**src/inc/supervisor_pkg.sv**
```systemverilog
// Purpose: shared constants for the supply supervisor sequencer
// Assumes: 200 MHz system clock
// Notes: times kept in their own units, cycle counts derived
package supervisor_pkg;
	localparam int unsigned CLK_MHZ = 200;
	localparam int unsigned RESET_TIMEOUT_MS = 200;
	localparam int unsigned WATCHDOG_TIMEOUT_MS = 1600;
	localparam int unsigned GRACE_US = 18;
	localparam int unsigned RESET_TIMEOUT_CYC = RESET_TIMEOUT_MS * 1000 * CLK_MHZ;
	localparam int unsigned WATCHDOG_TIMEOUT_CYC = WATCHDOG_TIMEOUT_MS * 1000 * CLK_MHZ;
	localparam int unsigned GRACE_CYC = GRACE_US * CLK_MHZ;
	localparam int unsigned CNT_W = 32;
	localparam logic RST_N_RESET_VAL = 1'b0;
	localparam logic CE_OUT_RESET_VAL = 1'b1;
	localparam logic WARN_N_RESET_VAL = 1'b0;
	typedef enum logic [1:0] {CE_BLOCKED, CE_PASS, CE_GRACE} ce_state_e;
endpackage : supervisor_pkg

```
**src/sync_2ff.sv**
```systemverilog
// Purpose: two-flop synchroniser for one level
// Assumes: single clock sys_clk
// Notes: first flop read only by the second
`timescale 1ns/1ps
module sync_2ff #(
	parameter logic RESET_VAL = 1'b0
) (
	// Clock and reset
	input wire logic sys_clk,
	input wire logic srst,
	// Level
	input wire logic d,
	output logic q
);
	logic meta_reg;
	always_ff @(posedge sys_clk) begin
		if (srst) begin
			meta_reg <= RESET_VAL;
			q <= RESET_VAL;
		end else begin
			meta_reg <= d;
			q <= meta_reg;
		end
	end
endmodule : sync_2ff

```
**src/timeout_counter.sv**
```systemverilog
// Purpose: clearable up-counter flagging when a limit is reached
// Assumes: limit at least one
// Notes: saturates at the limit
`timescale 1ns/1ps
module timeout_counter #(
	parameter int unsigned LIMIT = 1,
	parameter int unsigned W = 32
) (
	// Clock and reset
	input wire logic sys_clk,
	input wire logic srst,
	// Control
	input wire logic clear,
	input wire logic run,
	output logic done
);
	logic [W-1:0] cnt_reg;
	logic [W-1:0] cnt_next;
	localparam logic [W-1:0] LIM = W'(LIMIT);
	// A zero limit would flag at once, one beyond the width would truncate and flag early
	if (LIMIT < 1 || LIMIT > (2.0 ** W) - 1) begin : g_bad_limit
		$error("timeout_counter: LIMIT out of range");
	end
	assign cnt_next = clear ? '0 : (run && cnt_reg != LIM) ? cnt_reg + W'(1) : cnt_reg;
	assign done = (cnt_reg == LIM);
	always_ff @(posedge sys_clk) begin
		if (srst) cnt_reg <= '0;
		else cnt_reg <= cnt_next;
	end
endmodule : timeout_counter

```
**src/supply_supervisor.sv**
```systemverilog
// Purpose: reset, low-line warning, backup switchover, watchdog and memory select gating
// Assumes: comparator flags and pins synchronous-ish levels, resynchronised here
// Notes: mid-supply kick level arrives as a separate floating flag
`timescale 1ns/1ps
// Behaviour
// - Supply below trip asserts reset
// - Reset held at least 200 ms
// - Renewed trip restarts the reset timeout
// - Active-high reset is complement, driven
// - No kick for 1.6 s forces reset
// - Reset or kick edge clears watchdog
// - Watchdog stopped during reset, runs after
// - Floating kick disables the watchdog
// - Warning output low on low-line trip
// - Backup needs below trip and below backup
// - Backup: high reset high, low reset and warning low
// - Backup: kick ignored, input floated
// - Backup: select output held high
// - Normal: select passes through
// - Reset blocks the select path, except a grace window already open at the trip
// - Trip during write: 18 us grace
// - Grace expiry forces select high
// - Host ending write ends gate immediately
// - Gate stays off once closed, until reset releases with no trip
// - Power-up: gate closed until reset releases
module supply_supervisor
	import supervisor_pkg::*;
#(
	parameter int unsigned RESET_CYC = RESET_TIMEOUT_CYC,
	parameter int unsigned WDOG_CYC = WATCHDOG_TIMEOUT_CYC,
	parameter int unsigned GRACE_CYCLES = GRACE_CYC
) (
	// Clock and reset
	input wire logic sys_clk,
	input wire logic srst,
	// Comparator flags
	input wire logic below_trip_in,
	input wire logic below_backup_in,
	input wire logic low_line_in,
	// Watchdog kick pin
	input wire logic kick_in,
	input wire logic kick_float_in,
	output logic kick_term_en,
	// Host reset and warning
	output logic reset_n,
	output logic reset_hi,
	output logic supply_warning_n,
	// Backup switch
	output logic backup_mode,
	// Memory select
	input wire logic ce_in_n,
	output logic ce_out_n,
	output logic ce_gate_on
);
	// ************************************************************
	// Parameter checks
	// ************************************************************
	// Every count must fit the shared counter width and be at least one
	localparam longint unsigned CNT_MAX = (64'h1 << CNT_W) - 64'h1;
	if (RESET_CYC < 1 || RESET_CYC > CNT_MAX) begin : g_bad_reset
		$error("supply_supervisor: RESET_CYC out of range");
	end
	if (WDOG_CYC < 1 || WDOG_CYC > CNT_MAX) begin : g_bad_wdog
		$error("supply_supervisor: WDOG_CYC out of range");
	end
	if (GRACE_CYCLES < 1 || GRACE_CYCLES > CNT_MAX) begin : g_bad_grace
		$error("supply_supervisor: GRACE_CYCLES out of range");
	end

	// ************************************************************
	// Input synchronisers
	// ************************************************************
	// Reset values stand for a supply still low, so nothing runs early
	logic trip_s, bak_s, low_s, kick_s, float_s, ce_s;
	sync_2ff #(.RESET_VAL(1'b1)) u_trip (
		.sys_clk(sys_clk),
		.srst(srst),
		.d(below_trip_in),
		.q(trip_s)
	);
	sync_2ff #(.RESET_VAL(1'b0)) u_bak (
		.sys_clk(sys_clk),
		.srst(srst),
		.d(below_backup_in),
		.q(bak_s)
	);
	sync_2ff #(.RESET_VAL(1'b1)) u_low (
		.sys_clk(sys_clk),
		.srst(srst),
		.d(low_line_in),
		.q(low_s)
	);
	sync_2ff #(.RESET_VAL(1'b0)) u_kick (
		.sys_clk(sys_clk),
		.srst(srst),
		.d(kick_in),
		.q(kick_s)
	);
	sync_2ff #(.RESET_VAL(1'b1)) u_flt (
		.sys_clk(sys_clk),
		.srst(srst),
		.d(kick_float_in),
		.q(float_s)
	);
	// Select idles high, so the gate sees no write at start
	sync_2ff #(.RESET_VAL(1'b1)) u_ce (
		.sys_clk(sys_clk),
		.srst(srst),
		.d(ce_in_n),
		.q(ce_s)
	);

	// ************************************************************
	// Reset timeout
	// ************************************************************
	logic rst_active_reg, kick_prev_reg, wd_fire, rst_done;
	logic backup_w, kick_edge, wd_enabled, rst_clear, rst_next;
	assign backup_w = trip_s && bak_s;
	// Watchdog expiry restarts the timeout just like a fresh trip
	assign rst_clear = trip_s || wd_fire;
	timeout_counter #(.LIMIT(RESET_CYC), .W(CNT_W)) u_rst_tmr (
		.sys_clk(sys_clk),
		.srst(srst),
		.clear(rst_clear),
		.run(rst_active_reg),
		.done(rst_done)
	);
	assign rst_next = rst_clear ? 1'b1 : (rst_done ? 1'b0 : rst_active_reg);
	always_ff @(posedge sys_clk) begin
		if (srst) rst_active_reg <= 1'b1;
		else rst_active_reg <= rst_next;
	end

	// ************************************************************
	// Watchdog
	// ************************************************************
	// Kick edges are only meaningful outside backup, where the pin floats
	assign wd_enabled = !float_s && !backup_w;
	assign kick_edge = (kick_s != kick_prev_reg) && !rst_active_reg;
	logic wd_done;
	// Held clear through reset so the full period starts at release
	timeout_counter #(.LIMIT(WDOG_CYC), .W(CNT_W)) u_wd_tmr (
		.sys_clk(sys_clk),
		.srst(srst),
		.clear(rst_active_reg || kick_edge || !wd_enabled),
		.run(!rst_active_reg),
		.done(wd_done)
	);
	assign wd_fire = wd_done && wd_enabled && !rst_active_reg;
	always_ff @(posedge sys_clk) begin
		if (srst) kick_prev_reg <= 1'b0;
		else kick_prev_reg <= kick_s;
	end

	// ************************************************************
	// Chip-select gate
	// ************************************************************
	ce_state_e ce_state_reg, ce_state_next;
	logic grace_done;
	timeout_counter #(.LIMIT(GRACE_CYCLES), .W(CNT_W)) u_gr_tmr (
		.sys_clk(sys_clk),
		.srst(srst),
		.clear(ce_state_reg != CE_GRACE),
		.run(1'b1),
		.done(grace_done)
	);
	always_comb begin
		ce_state_next = ce_state_reg;
		case (ce_state_reg)
			CE_BLOCKED: if (!rst_active_reg && !trip_s) ce_state_next = CE_PASS;
			CE_PASS: begin
				if (trip_s && !ce_s) ce_state_next = CE_GRACE;
				else if (rst_next) ce_state_next = CE_BLOCKED;
			end
			CE_GRACE: if (ce_s || grace_done) ce_state_next = CE_BLOCKED;
			default: ce_state_next = CE_BLOCKED;
		endcase
	end
	logic gate_next;
	assign gate_next = (ce_state_next != CE_BLOCKED) && !backup_w;
	logic ce_n_next, warn_n_next;
	assign ce_n_next = gate_next ? ce_s : 1'b1;
	assign warn_n_next = !(low_s || backup_w);
	always_ff @(posedge sys_clk) begin
		if (srst) ce_state_reg <= CE_BLOCKED;
		else ce_state_reg <= ce_state_next;
	end

	// ************************************************************
	// Registered outputs
	// ************************************************************
	always_ff @(posedge sys_clk) begin
		if (srst) begin
			reset_n <= RST_N_RESET_VAL;
			reset_hi <= !RST_N_RESET_VAL;
			supply_warning_n <= WARN_N_RESET_VAL;
			backup_mode <= 1'b0;
			kick_term_en <= 1'b0;
			ce_out_n <= CE_OUT_RESET_VAL;
			ce_gate_on <= 1'b0;
		end else begin
			reset_n <= !rst_next;
			reset_hi <= rst_next;
			supply_warning_n <= warn_n_next;
			backup_mode <= backup_w;
			kick_term_en <= backup_w;
			ce_gate_on <= gate_next;
			ce_out_n <= ce_n_next;
		end
	end

	// ************************************************************
	// Checks
	// ************************************************************
	a_reset_complement: assert property (@(posedge sys_clk) disable iff (srst) reset_hi == !reset_n)
		else $error("reset outputs not complementary");
	a_trip_resets: assert property (@(posedge sys_clk) disable iff (srst) trip_s |=> !reset_n)
		else $error("trip did not assert reset");
	a_reset_min: assert property (@(posedge sys_clk) disable iff (srst)
		$fell(reset_n) |=> !reset_n [*8])
		else $error("reset released too early");
	a_backup_outs: assert property (@(posedge sys_clk) disable iff (srst)
		backup_w |=> reset_hi && !supply_warning_n && ce_out_n && kick_term_en)
		else $error("backup output levels wrong");
	a_warn_low: assert property (@(posedge sys_clk) disable iff (srst) low_s |=> !supply_warning_n)
		else $error("warning not asserted");
	a_wd_cleared: assert property (@(posedge sys_clk) disable iff (srst)
		rst_active_reg |=> !wd_done)
		else $error("watchdog not held clear during reset");
	a_float_off: assert property (@(posedge sys_clk) disable iff (srst)
		float_s |=> !wd_done)
		else $error("floating kick did not stop watchdog");
	a_gate_reset: assert property (@(posedge sys_clk) disable iff (srst)
		(rst_next && ce_state_next != CE_GRACE) |=> ce_out_n)
		else $error("select passed during reset");
	a_grace_end: assert property (@(posedge sys_clk) disable iff (srst)
		(ce_state_reg == CE_GRACE && ce_s) |=> ce_out_n && ce_state_reg == CE_BLOCKED)
		else $error("gate not closed at write end");
	a_pass_thru: assert property (@(posedge sys_clk) disable iff (srst)
		(ce_state_next == CE_PASS && !backup_w) |=> ce_out_n == $past(ce_s))
		else $error("select not passed");

	// ************************************************************
	// Check helper counters
	// ************************************************************
	// Saturating so a long idle stretch never wraps back to small values
	function automatic logic [CNT_W-1:0] sat_step(input logic [CNT_W-1:0] v);
		return (v == '1) ? v : v + CNT_W'(1);
	endfunction : sat_step
	logic [CNT_W-1:0] low_len_reg;
	logic [CNT_W-1:0] quiet_len_reg;
	logic [CNT_W-1:0] grace_len_reg;
	always_ff @(posedge sys_clk) begin
		if (srst || reset_n) low_len_reg <= '0;
		else low_len_reg <= sat_step(low_len_reg);
	end
	always_ff @(posedge sys_clk) begin
		if (srst || rst_active_reg || kick_edge || !wd_enabled) quiet_len_reg <= '0;
		else quiet_len_reg <= sat_step(quiet_len_reg);
	end
	always_ff @(posedge sys_clk) begin
		if (srst || ce_state_reg != CE_GRACE) grace_len_reg <= '0;
		else grace_len_reg <= sat_step(grace_len_reg);
	end

	// ************************************************************
	// Reset, watchdog and warning checks
	// ************************************************************
	a_low_len: assert property (@(posedge sys_clk) disable iff (srst)
		$rose(reset_n) |-> low_len_reg >= CNT_W'(RESET_CYC))
		else $error("reset shorter than its timeout");
	a_trip_restart: assert property (@(posedge sys_clk) disable iff (srst)
		trip_s |=> !rst_done)
		else $error("trip did not restart reset timeout");
	a_wd_fire_rst: assert property (@(posedge sys_clk) disable iff (srst)
		wd_fire |=> !reset_n && reset_hi)
		else $error("watchdog expiry did not reset");
	a_quiet_limit: assert property (@(posedge sys_clk) disable iff (srst)
		wd_fire |-> quiet_len_reg >= CNT_W'(WDOG_CYC))
		else $error("watchdog fired early");
	a_wd_due: assert property (@(posedge sys_clk) disable iff (srst)
		(wd_enabled && !rst_active_reg && quiet_len_reg >= CNT_W'(WDOG_CYC)) |=> !reset_n)
		else $error("watchdog missed its expiry");
	a_kick_clears: assert property (@(posedge sys_clk) disable iff (srst)
		kick_edge |=> !wd_done)
		else $error("kick did not clear watchdog");
	a_warn_high: assert property (@(posedge sys_clk) disable iff (srst)
		(!low_s && !backup_w) |=> supply_warning_n)
		else $error("warning stuck low");

	// ************************************************************
	// Backup and gate checks
	// ************************************************************
	a_backup_mode: assert property (@(posedge sys_clk) disable iff (srst)
		1'b1 |=> backup_mode == $past(backup_w))
		else $error("backup flag wrong");
	a_kick_release: assert property (@(posedge sys_clk) disable iff (srst)
		1'b1 |=> kick_term_en == $past(backup_w))
		else $error("kick release wrong");
	a_backup_kick: assert property (@(posedge sys_clk) disable iff (srst)
		backup_w |=> !wd_done)
		else $error("kick counted in backup");
	a_ce_backup: assert property (@(posedge sys_clk) disable iff (srst)
		backup_w |=> !ce_gate_on)
		else $error("gate open in backup");
	a_pass_gate: assert property (@(posedge sys_clk) disable iff (srst)
		(ce_state_next == CE_PASS && !backup_w) |=> ce_gate_on)
		else $error("gate closed in normal use");
	a_gate_closed: assert property (@(posedge sys_clk) disable iff (srst)
		(ce_state_reg == CE_BLOCKED && ce_state_next == CE_BLOCKED) |=> ce_out_n && !ce_gate_on)
		else $error("closed gate passed select");
	a_grace_hold: assert property (@(posedge sys_clk) disable iff (srst)
		(ce_state_reg == CE_GRACE && !ce_s && !backup_w && grace_len_reg < CNT_W'(GRACE_CYCLES)) |=> ce_gate_on)
		else $error("gate closed inside grace");
	a_grace_limit: assert property (@(posedge sys_clk) disable iff (srst)
		(ce_state_reg == CE_GRACE) |-> grace_len_reg <= CNT_W'(GRACE_CYCLES))
		else $error("grace outlived its window");
	a_gate_flag: assert property (@(posedge sys_clk) disable iff (srst)
		!ce_gate_on |-> ce_out_n)
		else $error("select low with gate off");
	a_powerup_shut: assert property (@(posedge sys_clk) disable iff (srst)
		(rst_active_reg && ce_state_reg == CE_BLOCKED) |=> !ce_gate_on)
		else $error("gate opened before reset release");
endmodule : supply_supervisor

```
**config.mk**
```make
export PLATFORM = sky130hd
export DESIGN_NAME = supply_supervisor
export DESIGN_NICKNAME = d
export VERILOG_FILES = /design/src/inc/supervisor_pkg.sv /design/src/sync_2ff.sv /design/src/timeout_counter.sv /design/src/supply_supervisor.sv
export SDC_FILE = /design/constraint.sdc
export NUM_CORES = 1
export LEC_CHECK = 0
export BUFFER_PORTS_ARGS = -buffer_cell sky130_fd_sc_hd__buf_4
export CAP_MARGIN = 20
export CORE_ASPECT_RATIO = 1.25
export CORE_MARGIN = 3
export CORE_UTILIZATION = 49
export CTS_BUF_LIST = sky130_fd_sc_hd__clkbuf_2
export DETAILED_ROUTE_END_ITERATION = 10
export PLACE_DENSITY = 0.66
export SYNTH_ARGS = -nofsm -noshare
export SYNTH_HDL_FRONTEND = slang
export SYNTH_HIERARCHICAL = 1
export SYNTH_SLANG_ARGS = --single-unit
```
**constraint.sdc**
```tcl
create_clock -name sys_clk -period 7 [get_ports sys_clk]
set_clock_uncertainty 0.1 [all_clocks]
set_input_delay 0.7 -clock sys_clk [delete_from_list [all_inputs] [get_ports sys_clk]]
set_output_delay 0.7 -clock sys_clk [all_outputs]
set_load 0.02 [all_outputs]
```
==> qor.txt <==
Status - completed
Post-CTS Setup Bufs - 0
WHS - 0.1487 ns
Syn. warnings - 6
Vias in the first global route - 4387
CP cell instances - inv_1 > ha_1 > nor4bb_1 > nand4_1 > nor2_1 > nor3b_1 > or2_2 > or2_2 > or4_1 > nand2_1
Slowest CP cell - or4_1
Final Hold Viols - 0
CTS clk-pin slew, worst paths - 0.16 ns
Top post-synthesis cells by area - dfxtp_1 (42%), xor2_1 (6.9%), nor2_1 (4.6%), nand4_1 (4.6%), xnor2_1 (2.7%)
CTS sink count - 117
Final setup viols - 0
Crit path capture - u_rst_tmr/cnt_reg[2]
Slowest stage delay, CP - 0.55 ns
PostCTS Resize Cnt - 0
LEAKAGE - 1.962 nW
Crit path kind - reg -> reg
Post-DP HPWL - 7.978 mm
Yosys top cell area share - 41.83%
Rows - 43
Layout cells sized above 1 - 10.05%
Final Critical Period - 2.921 ns
Fin. max-slew vios - 0
Pwr/cell area - 192.5 nW/µm²
First drt pass iteration count - 4
Yosys top cell by area - dfxtp_1
RSZ-0062 raised after global routing - no
Root Buffer - clkbuf_2
Worst-skew pair later-pin latency - 0.62 ns
Remaining Overflow, GRT - 0
DRT Wirelength - 11.43 mm
WL per Instance - 14.62 µm
Tcrit/Tclk final - 41.73%
Core box area - 11140 µm²
GPL Wtd Cong - 0.8334
Largest net degree at the start of global routing - 32
R2r startpoint - u_wd_tmr/cnt_reg[0]
WP data required - 7.46 ns
Chip width - 101.6 µm
DRT antenna net count - 0
Number of port buffers - 14
FF-to-FF setup slack - 4.08 ns
Sum Neg Setup Slack - 0 ns
# IOs - 15
First-pass GRT wire length - 19.91 mm
Worst Reg-to-Reg Cells - 10
Top_reg_cell synth - dfxtp_1
Initial core utilization - 50.28%
Syn Area/Cell - 8.973 µm²
GRT Util Overall - 19.00%
Die area - 12750 µm²
Synth async-reset ratio - 0%
Final nets - 649
Actual slew at the worst max-slew pin - 1.033 ns
Clk buf depth - 2
Arrival @ worst endpoint - 3.38 ns
Commonest cells in the synthesized netlist - dfxtp_1 (117), nor2_1 (69), xor2_1 (44), nand4_1 (41), nand2_1 (38)
Clock H-tree levels - 4
Area grow syn2layout - 6.950%
#FFs+latches synth - 117
Post-synthesis sequential area ratio - 41.83%
CTS tree - built
Worst-path maximum fanout - 31
Drt initial violations - 300
Max-Cap Viols - 0
Worst setup path start - u_wd_tmr/cnt_reg[0]
DIE HEIGHT - 125.5 µm
Top cell by count, worst path - or2_2
Critical Path Sink Type - register
Via Count - 4595
Startpoint Class - register
Syn Inst Count - 624
Diodes inserted - 0
Slew HR - 30.41%
Initial antenna violation count - 0
F_max - 0.3424 GHz
DR DRC count - 0
DR vias/cell - 5.876
Post-synth cell types - 60
Min-Delay Path Class - in -> reg
Cts hold-fix bufs - 0
Most common cell in the netlist - dfxtp_1
Total CTS buffers - 17
Number of flops mapped to enable cells by yosys - 0
Worst vdd ir - 0.0001069 V
Netlist Area Pre-Place - 5599 µm²
RR Endpoint - u_rst_tmr/cnt_reg[2]
Syn Nets - 638
-- layout make-up --
type                       count  area, µm²
clock buffer                  18      90.09
clock inverter                13      163.9
fill                        1021       5149
inverter                      16      60.06
multi-input combinational    469       3058
sequential                   117       2342
tap                          135      168.9
timing repair buffer          14      105.1
-- layout by cell type (no fill, tap or decap), types with 14 or more instances in the layout --
cell type / netlist / final
xnor2_1: 17 / 17
nor4_1: 22 / 22
and4_1: 14 / 14
or3_1: 15 / 15
inv_1: 16 / 16
nand3_1: 27 / 27
clkbuf_2: 0 / 18
a21oi_1: 25 / 25
nor2_1: 69 / 69
buf_4: 7 / 14
dfxtp_1: 117 / 117
nand2_1: 38 / 38
nand4_1: 41 / 41
or4_1: 14 / 14
xor2_1: 44 / 44
o21ai_0: 17 / 17
-- metal layers --
metal / track usage, % / wire [µm]
met1: 24.17 / 5405
met3: 4.464 / 308
met2: 31.01 / 5540
met4: 7.121 / 177
met5: 0 / 0
-- worst min path at each step --
| stage | endpoint | startpoint | cells past startpoint |
|---|---|---|---|
| finish | u_trip/meta_reg | below_trip_in | 2 |
| global route | u_low/meta_reg | low_line_in | 2 |
| CTS | u_trip/meta_reg | below_trip_in | 2 |
| detailed placement | u_trip/q | u_trip/meta_reg | 1 |
| global placement | u_trip/q | u_trip/meta_reg | 1 |
| floorplan | supply_warning_n | u_low/q | 1 |
-- power breakdown --
part	internal [W]	switching (W)
sequential	0.000670	0.00000184
combinational	0.00000617	0.00000734
clock	0.000228	0.000240
-- through the flow --
stage	std cells	utilization, %	power [W]	worst slack (ns)	cell area, µm²
after global placement	751	51.49	0.0006991	4.238	5734
after global routing	782	53.77	0.001204	3.935	5988
final	782	53.77	0.001153	4.079	5988
after detailed placement	751	51.49	0.0006996	4.151	5734
after floorplan	624	-	0.0006935	4.409	5599
after CTS	782	53.77	0.001171	4.105	5988
-- worst max-delay path, delay by kind of cell, from the launching register on --
| family | cells | cell delay (ns) |
|---|---|---|
| and+or+nand+nor | 8 | 2.03 |
| DFF | 1 | 0.43 |
| adders and majority gates | 1 | 0.19 |
| buffers and inverters | 1 | 0.10 |
-- logic make-up (layout without fill, tap and decap cells) --
group | Yosys count | after routing | synth area share, %
AOI/OAI and AO/OA | 75 | 75 | 8.537
xor gates and xnor gates | 61 | 61 | 9.542
adders and majority gates | 6 | 6 | 1.341
buffers and inverters | 38 | 61 | 3.553
DFF | 117 | 117 | 41.83
muxes | 2 | 2 | 0.3576
other | 1 | 1 | 0.06697
and+or+nand+nor | 324 | 324 | 34.77
(Power assumes the default switching activity.)
